===== src/design/lpx_pkg.sv =====
package lpx_pkg;

    // link geometry
    localparam int LPX_BITS = 28;
    localparam int LPX_LANES = 4;
    localparam int LPX_SLOTS = 7;
    localparam int LPX_PER_W = 8;

    // parallel input bit index that feeds each slot of each lane
    typedef logic [4:0] lpx_idx_t;
    localparam lpx_idx_t LPX_MAP [LPX_LANES][LPX_SLOTS] = '{
        '{5'h00, 5'h01, 5'h02, 5'h03, 5'h04, 5'h06, 5'h07},
        '{5'h08, 5'h09, 5'h0C, 5'h0D, 5'h0E, 5'h0F, 5'h12},
        '{5'h13, 5'h14, 5'h15, 5'h16, 5'h18, 5'h19, 5'h1A},
        '{5'h1B, 5'h05, 5'h0A, 5'h0B, 5'h10, 5'h11, 5'h17}
    };

    // control bits carried on the third lane
    localparam int LPX_HSYNC_BIT = 24;
    localparam int LPX_VSYNC_BIT = 25;
    localparam int LPX_DE_BIT = 26;

    // clock lane pattern, slot 0 sent first
    localparam logic [LPX_SLOTS-1:0] LPX_CLK_PATTERN = 7'h63;
    localparam logic [3:0] LPX_SLOT_STEP = 4'h7;

    // timing
    localparam int LPX_CLK_NS = 10;
    localparam int LPX_EN_TIME_NS = 6000;
    localparam int LPX_EN_TIME_CYC = LPX_EN_TIME_NS / LPX_CLK_NS;
    localparam int LPX_EN_W = 10;
    localparam int LPX_LOCK_EDGES = 3;
    localparam int LPX_STALL_CYC = 64;

    // register byte addresses
    localparam logic [7:0] LPX_CTRL_ADDR = 8'h00;
    localparam logic [7:0] LPX_STATUS_ADDR = 8'h04;
    localparam logic [7:0] LPX_CAPTURE_ADDR = 8'h08;
    localparam logic [7:0] LPX_PERIOD_ADDR = 8'h0C;

    // control register fields
    localparam int LPX_CTRL_LANE3_EN = 0;
    localparam int LPX_CTRL_SW_DOWN = 1;
    localparam int LPX_CTRL_W = 2;
    localparam logic [LPX_CTRL_W-1:0] LPX_CTRL_RST = 2'h1;

    // status register fields
    localparam int LPX_ST_LOCKED = 0;
    localparam int LPX_ST_POWERED = 1;
    localparam int LPX_ST_LOCK_LATE = 2;
    localparam int LPX_ST_EDGE_SEL = 3;

    localparam logic [1:0] LPX_HTRANS_NONSEQ = 2'h2;
    localparam logic LPX_HRESP_OKAY = 1'h0;

    typedef struct packed {
        logic hsel;
        logic [31:0] haddr;
        logic [1:0] htrans;
        logic hwrite;
        logic [2:0] hsize;
        logic [31:0] hwdata;
        logic hready;
    } lpx_ahb_req_s;

    typedef struct packed {
        logic [31:0] hrdata;
        logic hreadyout;
        logic hresp;
    } lpx_ahb_rsp_s;

    typedef struct packed {
        logic [LPX_LANES-1:0] serial_lane;
        logic [LPX_LANES-1:0] serial_lane_oe;
        logic link_clock_lane;
        logic link_clock_oe;
    } lpx_link_s;

endpackage : lpx_pkg


===== src/design/lpx_lane_shift.sv =====
`timescale 1ns/1ns
module lpx_lane_shift #(
    parameter int W = 7
) (
    // clock and reset
    input wire logic clk,
    input wire logic nrst,
    // control
    input wire logic clear,
    input wire logic load,
    input wire logic advance,
    input wire logic [W-1:0] word,
    // serial bit
    output logic bit_out
);
    typedef struct packed {
        logic [W-1:0] sh;
    } lpx_shift_s;

    lpx_shift_s q, d;

    always_comb begin
        d = q;
        if (clear) begin
            d.sh = '0;
        end else if (load) begin
            d.sh = word;
        end else if (advance) begin
            d.sh = q.sh >> 1;
        end
    end

    always_ff @(posedge clk or negedge nrst) begin
        if (!nrst) begin
            q <= '0;
        end else begin
            q <= d;
        end
    end

    assign bit_out = q.sh[0];

endmodule : lpx_lane_shift


===== src/design/lpx_top.sv =====
// Behaviour
// RQ1: capture all 28 input bits on active edge
// RQ2: select input high means rising capture edge
// RQ3: select input low means falling capture edge
// RQ4: power-down stops serializer and disables lane drivers
// RQ5: power-down clears every datapath register to zero; the input synchroniser stages keep sampling
// RQ6: power-down high means normal capture and transmit
// RQ7: source numbers colour bits from zero upward
// RQ8: syncs and enable on bits 24-26, lane two
// RQ9: msb format puts top colour bits on lane three
// RQ10: lsb format puts low colour bits on lane three
// RQ11: 18-bit hosts hold lane three inputs low
// RQ12: 12-bit hosts fill low inputs by copy or constants
// RQ13: source drives spare and unused inputs valid
// RQ14: host sends black data over 1 ms after release
// RQ15: host sends black, powers down, waits 250 ns
// RQ16: each lane sends seven slots per pixel period
// RQ17: lock and valid lanes within enable time
// RQ18: 28 bits split into four 7-bit lane words
// RQ19: clock lane repeats fixed pattern each period
// RQ20: fixed slot order per lane from bit map
`timescale 1ns/1ns
module lpx_top (
    // clock and reset
    input wire logic clk,
    input wire logic nrst,
    // pixel source pins
    input wire logic pixel_clock_in,
    input wire logic [lpx_pkg::LPX_BITS-1:0] parallel_in_bits,
    input wire logic capture_edge_select,
    input wire logic power_down_n,
    // register bus
    input wire lpx_pkg::lpx_ahb_req_s ahb_req,
    output lpx_pkg::lpx_ahb_rsp_s ahb_rsp,
    // serial link pins
    output lpx_pkg::lpx_link_s link
);
    import lpx_pkg::*;

    typedef struct packed {
        logic [2:0] pclk_sync;
        logic [2:0] sel_sync;
        logic [2:0] pdn_sync;
        logic [LPX_BITS-1:0] din_s1;
        logic [LPX_BITS-1:0] din_s2;
        logic [LPX_BITS-1:0] din_s3;
        logic [LPX_BITS-1:0] din_lvl;
        logic pclk_lvl;
        logic sel_lvl;
        logic pdn_lvl;
        logic [LPX_PER_W-1:0] per_cnt;
        logic [LPX_PER_W-1:0] period;
        logic [LPX_PER_W:0] acc;
        logic [2:0] slot;
        logic [1:0] edges;
        logic locked;
        logic [LPX_EN_W-1:0] en_cnt;
        logic lock_late;
        // set once lock is reached after power-up
        logic lock_seen;
        logic [LPX_BITS-1:0] capture;
        logic [LPX_LANES-1:0] lane_oe;
        logic clk_oe;
        logic [LPX_CTRL_W-1:0] ctrl;
        logic pend;
        logic pwr;
        logic [7:0] paddr;
        logic hready;
        logic [31:0] hrdata;
    } lpx_state_s;

    localparam logic [LPX_PER_W-1:0] STALL =
        LPX_PER_W'(LPX_STALL_CYC);
    localparam logic [LPX_EN_W-1:0] EN_LAST =
        LPX_EN_W'(LPX_EN_TIME_CYC - 1);
    localparam logic [1:0] LOCK_LAST = 2'(LPX_LOCK_EDGES - 1);
    localparam logic [2:0] SLOT_LAST = 3'(LPX_SLOTS - 1);

    lpx_state_s q, d;

    logic [LPX_LANES-1:0][LPX_SLOTS-1:0] words;
    logic [LPX_LANES-1:0] lane_bit;
    logic clk_bit;
    logic powered;
    logic cap_edge;
    logic load;
    logic advance;
    logic [LPX_PER_W:0] acc_sum;
    logic [LPX_PER_W:0] span;
    logic [31:0] rd_data;

    assign powered = q.pdn_lvl & ~q.ctrl[LPX_CTRL_SW_DOWN]; // [RQ6]

    // lane words straight from the synchronised input bits
    for (genvar l = 0; l < LPX_LANES; l++) begin : g_map
        for (genvar k = 0; k < LPX_SLOTS; k++) begin : g_slot
            // [RQ18] [RQ20] [RQ8]
            assign words[l][k] = q.din_lvl[LPX_MAP[l][k]];
        end
    end

    // read mux
    always_comb begin
        rd_data = 32'h0000_0000;
        unique case (q.paddr)
            LPX_CTRL_ADDR: rd_data = 32'(q.ctrl);
            LPX_STATUS_ADDR: begin
                rd_data[LPX_ST_LOCKED] = q.locked;
                rd_data[LPX_ST_POWERED] = powered;
                rd_data[LPX_ST_LOCK_LATE] = q.lock_late;
                rd_data[LPX_ST_EDGE_SEL] = q.sel_lvl;
            end
            LPX_CAPTURE_ADDR: rd_data = 32'(q.capture);
            LPX_PERIOD_ADDR: rd_data = 32'(q.period);
            default: rd_data = 32'h0000_0000;
        endcase
    end

    always_comb begin
        d = q;
        cap_edge = 1'b0;
        load = 1'b0;
        advance = 1'b0;
        acc_sum = q.acc + (LPX_PER_W + 1)'(LPX_SLOT_STEP);
        span = (LPX_PER_W + 1)'(q.period) - 1'b1;

        // three-stage synchronisers on every pixel source pin
        d.pclk_sync = {q.pclk_sync[1:0], pixel_clock_in};
        d.sel_sync = {q.sel_sync[1:0], capture_edge_select};
        d.pdn_sync = {q.pdn_sync[1:0], power_down_n};
        d.din_s1 = parallel_in_bits;
        d.din_s2 = q.din_s1;
        d.din_s3 = q.din_s2;

        if (q.sel_sync[1] == q.sel_sync[2]) begin
            d.sel_lvl = q.sel_sync[2];
        end
        if (q.pdn_sync[1] == q.pdn_sync[2]) begin
            d.pdn_lvl = q.pdn_sync[2];
        end
        // a data bit changes once stages two and three agree
        for (int i = 0; i < LPX_BITS; i++) begin
            if (q.din_s2[i] == q.din_s3[i]) begin
                d.din_lvl[i] = q.din_s3[i];
            end
        end

        // pixel clock edge detection
        if (q.pclk_sync[1] == q.pclk_sync[2] &&
            q.pclk_sync[2] != q.pclk_lvl) begin
            d.pclk_lvl = q.pclk_sync[2];
            // [RQ2] [RQ3]
            cap_edge = powered && (q.pclk_sync[2] == q.sel_lvl);
        end

        if (!powered) begin
            // [RQ4] [RQ5]
            d.per_cnt = '0;
            d.period = '0;
            d.acc = '0;
            d.slot = '0;
            d.edges = '0;
            d.locked = 1'b0;
            d.en_cnt = '0;
            d.lock_late = 1'b0;
            d.lock_seen = 1'b0;
            d.capture = '0;
            d.lane_oe = '0;
            d.clk_oe = 1'b0;
        end else begin
            if (q.per_cnt != STALL) begin
                d.per_cnt = q.per_cnt + 1'b1;
            end else begin
                // pixel clock stopped: drop lock
                d.locked = 1'b0;
                d.edges = '0;
            end

            // [RQ17] flag when lock misses the enable time
            if (q.en_cnt != EN_LAST) begin
                d.en_cnt = q.en_cnt + 1'b1;
            end else if (!q.locked && !q.lock_seen) begin
                // a later stall of the pixel clock is not a late lock
                d.lock_late = 1'b1;
            end

            // seven slots spread over one measured period; dividing by one
            // clk less lets the last slot survive a period one clk shorter
            // than the one measured, as the sampled pixel clock jitters
            if (q.slot != SLOT_LAST && q.period != '0) begin
                if (acc_sum >= span) begin
                    d.acc = acc_sum - span;
                    d.slot = q.slot + 1'b1;
                    advance = 1'b1; // [RQ16]
                end else begin
                    d.acc = acc_sum;
                end
            end

            if (cap_edge) begin
                d.capture = q.din_lvl; // [RQ1]
                d.period = q.per_cnt + 1'b1;
                d.per_cnt = '0;
                d.acc = '0;
                d.slot = '0;
                load = 1'b1; // [RQ18] [RQ19]
                if (q.edges != LOCK_LAST) begin
                    d.edges = q.edges + 1'b1;
                end else begin
                    d.locked = 1'b1; // [RQ17]
                end
            end

            // drivers on only while locked
            if (d.locked) begin
                d.lane_oe = {q.ctrl[LPX_CTRL_LANE3_EN], 3'h7}; // [RQ6]
                d.clk_oe = 1'b1;
                d.lock_seen = 1'b1;
            end else begin
                d.lane_oe = '0; // [RQ4]
                d.clk_oe = 1'b0;
            end
        end

        // bus slave: one wait state per transfer
        if (q.pend) begin
            d.pend = 1'b0;
            d.hready = 1'b1;
            if (q.pwr) begin
                if (q.paddr == LPX_CTRL_ADDR) begin
                    d.ctrl = ahb_req.hwdata[LPX_CTRL_W-1:0];
                end
            end else begin
                d.hrdata = rd_data;
            end
        end else if (ahb_req.hsel && ahb_req.hready &&
                     ahb_req.htrans == LPX_HTRANS_NONSEQ) begin
            d.pend = 1'b1;
            d.hready = 1'b0;
            d.pwr = ahb_req.hwrite;
            d.paddr = ahb_req.haddr[7:0];
            if (ahb_req.haddr[31:8] != '0) begin
                d.paddr = 8'hFF;
            end
        end
    end

    always_ff @(posedge clk or negedge nrst) begin
        if (!nrst) begin
            q <= '0;
            q.ctrl <= LPX_CTRL_RST;
            q.hready <= 1'b1;
        end else begin
            q <= d;
        end
    end

    // data lanes
    for (genvar l = 0; l < LPX_LANES; l++) begin : g_lane
        lpx_lane_shift #(
            .W(LPX_SLOTS)
        ) u_shift (
            .clk(clk),
            .nrst(nrst),
            .clear(~powered), // [RQ5]
            .load(load),
            .advance(advance), // [RQ16]
            .word(words[l]),
            .bit_out(lane_bit[l])
        );
    end

    // clock lane
    lpx_lane_shift #(
        .W(LPX_SLOTS)
    ) u_clk_shift (
        .clk(clk),
        .nrst(nrst),
        .clear(~powered),
        .load(load),
        .advance(advance),
        .word(LPX_CLK_PATTERN), // [RQ19]
        .bit_out(clk_bit)
    );

    assign link.serial_lane = lane_bit;
    assign link.serial_lane_oe = q.lane_oe;
    assign link.link_clock_lane = clk_bit;
    assign link.link_clock_oe = q.clk_oe;

    assign ahb_rsp.hrdata = q.hrdata;
    assign ahb_rsp.hreadyout = q.hready;
    assign ahb_rsp.hresp = LPX_HRESP_OKAY;

endmodule : lpx_top


===== config.mk =====
export PLATFORM = sky130hd
export DESIGN_NAME = lpx_top
export DESIGN_NICKNAME = d
export VERILOG_FILES = /design/src/design/lpx_pkg.sv /design/src/design/lpx_lane_shift.sv /design/src/design/lpx_top.sv
export SDC_FILE = /design/constraint.sdc
export NUM_CORES = 1
export LEC_CHECK = 0
export ABC_CLOCK_PERIOD_IN_PS = 3600
export BUFFER_PORTS_ARGS = -buffer_cell sky130_fd_sc_hd__buf_2
export CORE_ASPECT_RATIO = 0.8
export CORE_MARGIN = 5
export CORE_UTILIZATION = 39
export CTS_CLUSTER_SIZE = 16
export DETAILED_ROUTE_END_ITERATION = 7
export MAX_ROUTING_LAYER = met4
export PLACE_DENSITY = 0.65
export SLEW_MARGIN = 20
export SYNTH_ARGS = -nofsm -noshare
export SYNTH_HDL_FRONTEND = slang
export SYNTH_SLANG_ARGS = --single-unit

===== constraint.sdc =====
create_clock -name clk -period 3.6 [get_ports clk]
set_input_delay 0.36 -clock clk [delete_from_list [all_inputs] [get_ports clk]]
set_output_delay 0.36 -clock clk [all_outputs]
set_load 0.005 [all_outputs]

* Word-level counts from Yosys, hierarchy flattened
Index checks and enable logic that the tools add are counted.
** Storage, ports and cells
- Output and inout port bits :: 44
- Register bits :: 280
- Word-level logic and storage cells :: 182
- Input port bits :: 105
** Operators by class
- Reductions and logical operators :: 17
- Eq/ne operators :: 50
- Muxes and demuxes :: 43
- Bitwise operators :: 4
- Add/sub/neg operators :: 7
- Magnitude comparators :: 1
** Operators with widths (count)
- 2-to-1 mux 7 bit :: 15
- 2-to-1 mux 76 bit :: 1
- 2-to-1 mux 31 bit :: 2
- case mux 24 bit (2 select lines) :: 1
- equality test 1 bit :: 32
- 2-to-1 mux 28 bit :: 1
- nonzero test 24 bit :: 1
- equality test 8 x 4 -> 1 bit (second input constant) :: 2
- 2-to-1 mux 8 bit :: 2
- case mux 4 bit (4 select lines) :: 1
- 2-to-1 mux 1 bit :: 12
- 2-to-1 mux 12 bit :: 1
- != test 3 x 1 -> 1 bit (second input constant) :: 4
- 2-to-1 mux 11 bit :: 1
- adder 10 x 1 -> 10 bit (second input constant) :: 1
- 2-to-1 mux 10 bit :: 1
- != test 10 bit (second input constant) :: 1
- adder 9 x 3 -> 9 bit (second input constant) :: 1
- greater-or-equal comparator 9 bit :: 1
- 2-to-1 mux 9 bit :: 1
- subtractor 8 x 1 -> 9 bit (second input constant) :: 1
- subtractor 9 bit :: 1
- adder 8 x 1 -> 8 bit (second input constant) :: 1
- equality test 8 x 3 -> 1 bit (second input constant) :: 1
- other kinds (20) :: 36

* Logic depth before layout (Yosys ltp)
- Depth after elaboration :: 8
- Depth in mapped cells :: 14
- Gate-level depth less buffers :: 13

* By module
Synthesis repeated with hierarchy kept, for this count alone.
** Second synthesis, totals
- Cells, all modules :: 954
- Area, all modules :: 11257.0 sq um
** By module, submodules not included
- lpx_top :: cells an instance 804, sequential area each 5933.2 sq um, area an instance 9505.4 sq um, times used 1
- lpx_lane_shift :: cells an instance 30, sequential area each 175.2 sq um, area an instance 350.3 sq um, times used 5

* Worst setup path before layout
No wires, ideal clock.
- Kind :: register to register
- From :: reg q[96] (netlist bit)
- To :: reg q[99] (netlist bit)
- Setup time :: 82 ps
- Clock period less this slack :: 2778 ps
- Data required time :: 3518 ps
- Data arrival time :: 2696 ps
- Buffers on the path :: 0
- Path slack :: 822 ps
- Stages on the path, launching flop included :: 14
- Path through :: dfrtp_1 -> inv_1 -> ha_1 -> nand2b_1 -> nand4_1 -> nor2_1 -> xor2_1 -> ha_1 -> nand4_1 -> nor2_1 -> a21oi_2 -> nand2_2 -> or4_1 -> a31oi_1
** Between the ends
- Longest elaborated chain between the ends :: 7
- Elaborated cells on any way between the ends :: 8
- Classes of those cells :: 2 x add/sub; 1 x order compare; 5 x mux
** Ends and longest elaborated chain
- start: declaration :: RTL line lpx_top.sv:79 : lpx_state_s q, d;
- adder 9 x 3 -> 9 bit * :: RTL line lpx_top.sv:124 : acc_sum = q.acc + (LPX_PER_W + 1)'(LPX_SLOT_STEP);
- subtractor 9 bit or greater-or-equal comparator 9 bit (tied branches) :: RTL line lpx_top.sv:192, lpx_top.sv:191
- 2-to-1 mux 9 bit * :: RTL line lpx_top.sv:191 : if (acc_sum >= span) begin
- 2-to-1 mux 12 bit * :: RTL line lpx_top.sv:190 : if (q.slot != SLOT_LAST && q.period != '0) begin
- 2-to-1 mux 31 bit * :: RTL line lpx_top.sv:200 : if (cap_edge) begin
- 2-to-1 mux 31 bit * :: RTL line lpx_top.sv:156 : if (!powered) begin
- 2-to-1 mux 76 bit * :: RTL line lpx_top.sv:156
Mark *: on every way between the ends. The rest lies on a longest branch, timed or not. The select of a mux whose other input is x is not followed.
A chain may end at the register's enable or synchronous reset.

* Worst setup path in the final report
Ends and elaborated chain as after synthesis.

==> results.json <==
{
  "post_cts_buffers": 0,
  "status": "finished, final reports clean",
  "rr_endpoint": "q[99]",
  "slew_headroom_pct": 39.7,
  "path_max_fanout": 9,
  "yosys_warnings": 0,
  "seqCellArea_um2": 6810,
  "crit_chain": "inv_1 > ha_1 > nand2b_1 > nand4_1 > nor2_1 > xor2_1 > ha_1 > nand4_1 > nor2_1 > a21oi_2 > nand2_2 > or4_1 > a31oi_1",
  "p_int_w": 0.00541,
  "cp.depth": 13,
  "syn_inst": 953,
  "utilization_pct": 45.6,
  "yosysSeqAreaShare_pct": 61.7,
  "fp.dieArea_um2": 31800,
  "finalPower_w": 0.00745,
  "sequentialPowerShare_pct": 46.2,
  "final.setup.tns_ns": 0,
  "grt_max_degree": 113,
  "floorplan.initialDensity_pct": 39.3,
  "critical_path.top_delay_family": "simple AND/OR/NAND/NOR gates",
  "cts_buffer_depth": 3,
  "critPathMaxStageDelay_ns": 0.43,
  "cts_max_level": 1,
  "fp.dieW_um": 198,
  "cts_tree": "built",
  "antenna_found_initial": 1,
  "hold_class": "in2reg",
  "finClkSkew_ns": 0.0210,
  "yosysUniqueCellTypes": 69,
  "drive_above_1_share_pct": 17.9,
  "grt_pass1_vias": 7202,
  "holdPathStages": 2,
  "crit_buf_inv": 1,
  "cts.repair.resized": 0,
  "place_congestion": 0.816,
  "port_buffers": 110,
  "clk_latency_ns": 0.53,
  "avgSynthCellArea_um2": 11.6,
  "setup_violations": 0,
  "slew_violations": 0,
  "place_area_um2": 11700,
  "grt.overflow.total": 0,
  "ios": 149,
  "synth-edff-count": 0,
  "maxCapViolations": 0,
  "root_buffer": "clkbuf_16",
  "fin_nets": 1173,
  "area_growth_pct": 16.1,
  "clk_pin_slew_ns": 0.07,
  "regToRegStartpoint": "q[96]",
  "vias": 7064,
  "nFillCells": 2608,
  "dieHeight_um": 160,
  "crit_slowest_cell": "or4_1",
  "vdd_ir_drop_max_mv": 0.395,
  "hp-start": "ahb_req[45]",
  "finalCritPeriodShare_pct": 89.8,
  "detail_route.vias_per_cell": 4.92,
  "p_per_area_nw_per_um2": 582,
  "post-route-min-period_ns": 3.23,
  "fmax_ghz": 0.309,
  "clkPwrFrac_pct": 35.5,
  "rsz0062_at_grt": "no",
  "worstPathArrival_ns": 3.66,
  "drt_wl_total_mm": 22.0,
  "syn_area_um2": 11000,
  "startpoint_type": "flop",
  "clock_sinks": 272,
  "grtUsageTotal_pct": 14.5,
  "r2r_cells": 13,
  "synthArstFlopShare_pct": 100,
  "diodes": 0,
  "drt_iter0_markers": 384,
  "cp.required_ns": 4.03,
  "ys_seq_elements": 272,
  "wire_per_inst_um": 15.3,
  "combPwrFrac_pct": 18.3,
  "swShare_pct": 27.4,
  "core.rowCount": 55,
  "finalInstanceArea_um2": 12800,
  "hold_viol": 0,
  "drc": 0,
  "startpoint": "q[96]",
  "worstSetupPathType": "reg2reg",
  "switching_power_w": 0.00204,
  "grt_pass1_wl_mm": 37.4,
  "crit_end": "q[99]",
  "synth-main-ff-cell": "dfrtp_1",
  "tightestPinTransition_ns": 0.904,
  "coreArea_um2": 28100,
  "first_pass_iters": 4,
  "p_leak_nw": 5.67,
  "cts_buffers": 25,
  "r2r_setup_slack_ns": 0.37,
  "multi_input_comb_area_um2": 3630,
  "endpoint_kind": "flop",
  "place_hpwl_mm": 14.6,
  "ant_nets": 0
}
[synth_stat cells (3+ instances only)]
| master | count | area (um2) |
|---|---|---|
| a211oi_1 | 29 | 218 |
| a21boi_0 | 16 | 120 |
| a21boi_1 | 8 | 60.1 |
| a21o_1 | 4 | 30.0 |
| a21oi_1 | 52 | 260 |
| a22oi_1 | 6 | 45.0 |
| a31oi_1 | 4 | 25.0 |
| and2_1 | 4 | 25.0 |
| and3_1 | 6 | 37.5 |
| buf_2 | 8 | 40.0 |
| buf_4 | 48 | 360 |
| buf_6 | 6 | 67.6 |
| clkbuf_1 | 25 | 93.8 |
| dfrtp_1 | 270 | 6760 |
| ha_1 | 16 | 200 |
| inv_1 | 15 | 56.3 |
| maj3_1 | 31 | 310 |
| mux2_2 | 5 | 56.3 |
| mux2i_1 | 10 | 100 |
| nand2_1 | 137 | 514 |
| nand2_2 | 3 | 18.8 |
| nand2b_1 | 6 | 37.5 |
| nand3_1 | 13 | 65.1 |
| nand4_1 | 7 | 43.8 |
| nand4b_1 | 3 | 26.3 |
| nor2_1 | 51 | 191 |
| nor3_1 | 33 | 165 |
| nor3b_1 | 3 | 22.5 |
| nor4_1 | 7 | 43.8 |
| o21ai_0 | 16 | 80.1 |
| o21ai_1 | 20 | 100 |
| o22a_1 | 8 | 70.1 |
| o22ai_1 | 5 | 31.3 |
| xnor2_1 | 16 | 140 |
| xor2_1 | 18 | 158 |
[power by group through the flow]
stage	clock, W	sequential, W	combinational (W)
after floorplan	0	0.00344	0.00101
after global placement	0	0.00349	0.00132
after detailed placement	0	0.00349	0.00134
after CTS	0.00272	0.00344	0.00137
after global routing	0.00286	0.00347	0.00155
final	0.00265	0.00344	0.00136
[layout make-up]
type	count	share of cell area [%]
flip-flops and latches	272	53.2
multi-input cells	582	28.3
repair buffers	154	7.97
clock buffers	37	5.78
well taps	370	3.61
clock inverters	6	0.674
inverters	16	0.469
[sequential cells by signal (all words and copies together) (netlist names)]
name / count
link: 2
d: 62
g_lane.u_shift.q: 28
q: 144
u_clk_shift.q: 7
ahb_rsp: 29
[worst register-to-register path, delay by kind of cell (launching register included)]
family,cells,cell delay (ns)
flops,1,0.41
simple gates,7,1.45
xor+xnor,1,0.22
fa+ha+maj,2,0.56
buf+inv,1,0.06
compound gates,2,0.45
[cells by family (layout without fill, tap and decap cells)]
kind of cell,count (synthesis),after routing,share of synthesized area [%]
AOI/OAI and AO/OA,189,189,11.2
xor gates and xnor gates,34,34,2.70
adders and majority gates,48,48,4.81
buffers and inverters,103,213,5.64
DFF,272,272,61.7
muxes,17,17,1.83
other,1,5,0.0340
and+or+nand+nor,289,289,12.0
[per-stage QoR]
step | hold slack [ns] | cells | setup WS, ns
CTS | 0.0243 | 1437 | 0.371
finish | 0.0399 | 1437 | 0.366
global route | 0.0256 | 1437 | 0.145
detailed placement | 0.335 | 1362 | 0.397
floorplan | 0.0644 | 957 | 0.822
global placement | 0.334 | 1362 | 0.426
[per-layer routing]
| layer | up-vias | global-route usage, % | part of all wire (%) |
|---|---|---|---|
| met3 | 32 | 2.31 | 5.1 |
| met5 | - | - | 0 |
| met4 | 0 | 2.44 | 1.7 |
| met2 | 142 | 20.0 | 42 |
| li1 | 3446 | - | - |
| met1 | 3444 | 22.8 | 52 |
[how the worst min path moves through the flow]
stage                              to  slack [ns]
final                           q[39]        0.04
after floorplan           ahb_rsp[10]        0.06
after detailed placement       d[159]        0.33
after CTS                       q[38]        0.02
after global routing            q[36]        0.03
after global placement         d[153]        0.33
[placed cells by master (no fill, tap or decap), drive strengths merged, types with 3 or more instances in the layout]
| cell | count |
|---|---|
| dfrtp | 270 |
| nand2 | 140 |
| buf | 122 |
| a21oi | 55 |
| nor2 | 53 |
| o21ai | 38 |
| clkbuf | 37 |
| nor3 | 34 |
| dlygate4sd3 | 32 |
| maj3 | 31 |
| a211oi | 31 |
| a21boi | 24 |
| xor2 | 18 |
| inv | 17 |
| xnor2 | 16 |
| ha | 16 |
| nand3 | 13 |
| mux2i | 10 |
| o22a | 8 |
| nand4 | 7 |
| nor4 | 7 |
| nand2b | 7 |
| and3 | 6 |
| a22oi | 6 |
| mux2 | 5 |
| o22ai | 5 |
| conb | 5 |
| a21o | 5 |
| a31oi | 4 |
| and2 | 4 |
| nor3b | 3 |
| nand4b | 3 |
[timing repair]
action,in CTS,in global routing
hold endpoints to repair,138,0
endpoints found under the setup margin,0,0
hold buffers,32,0
Power figures use the tool's default switching activity.
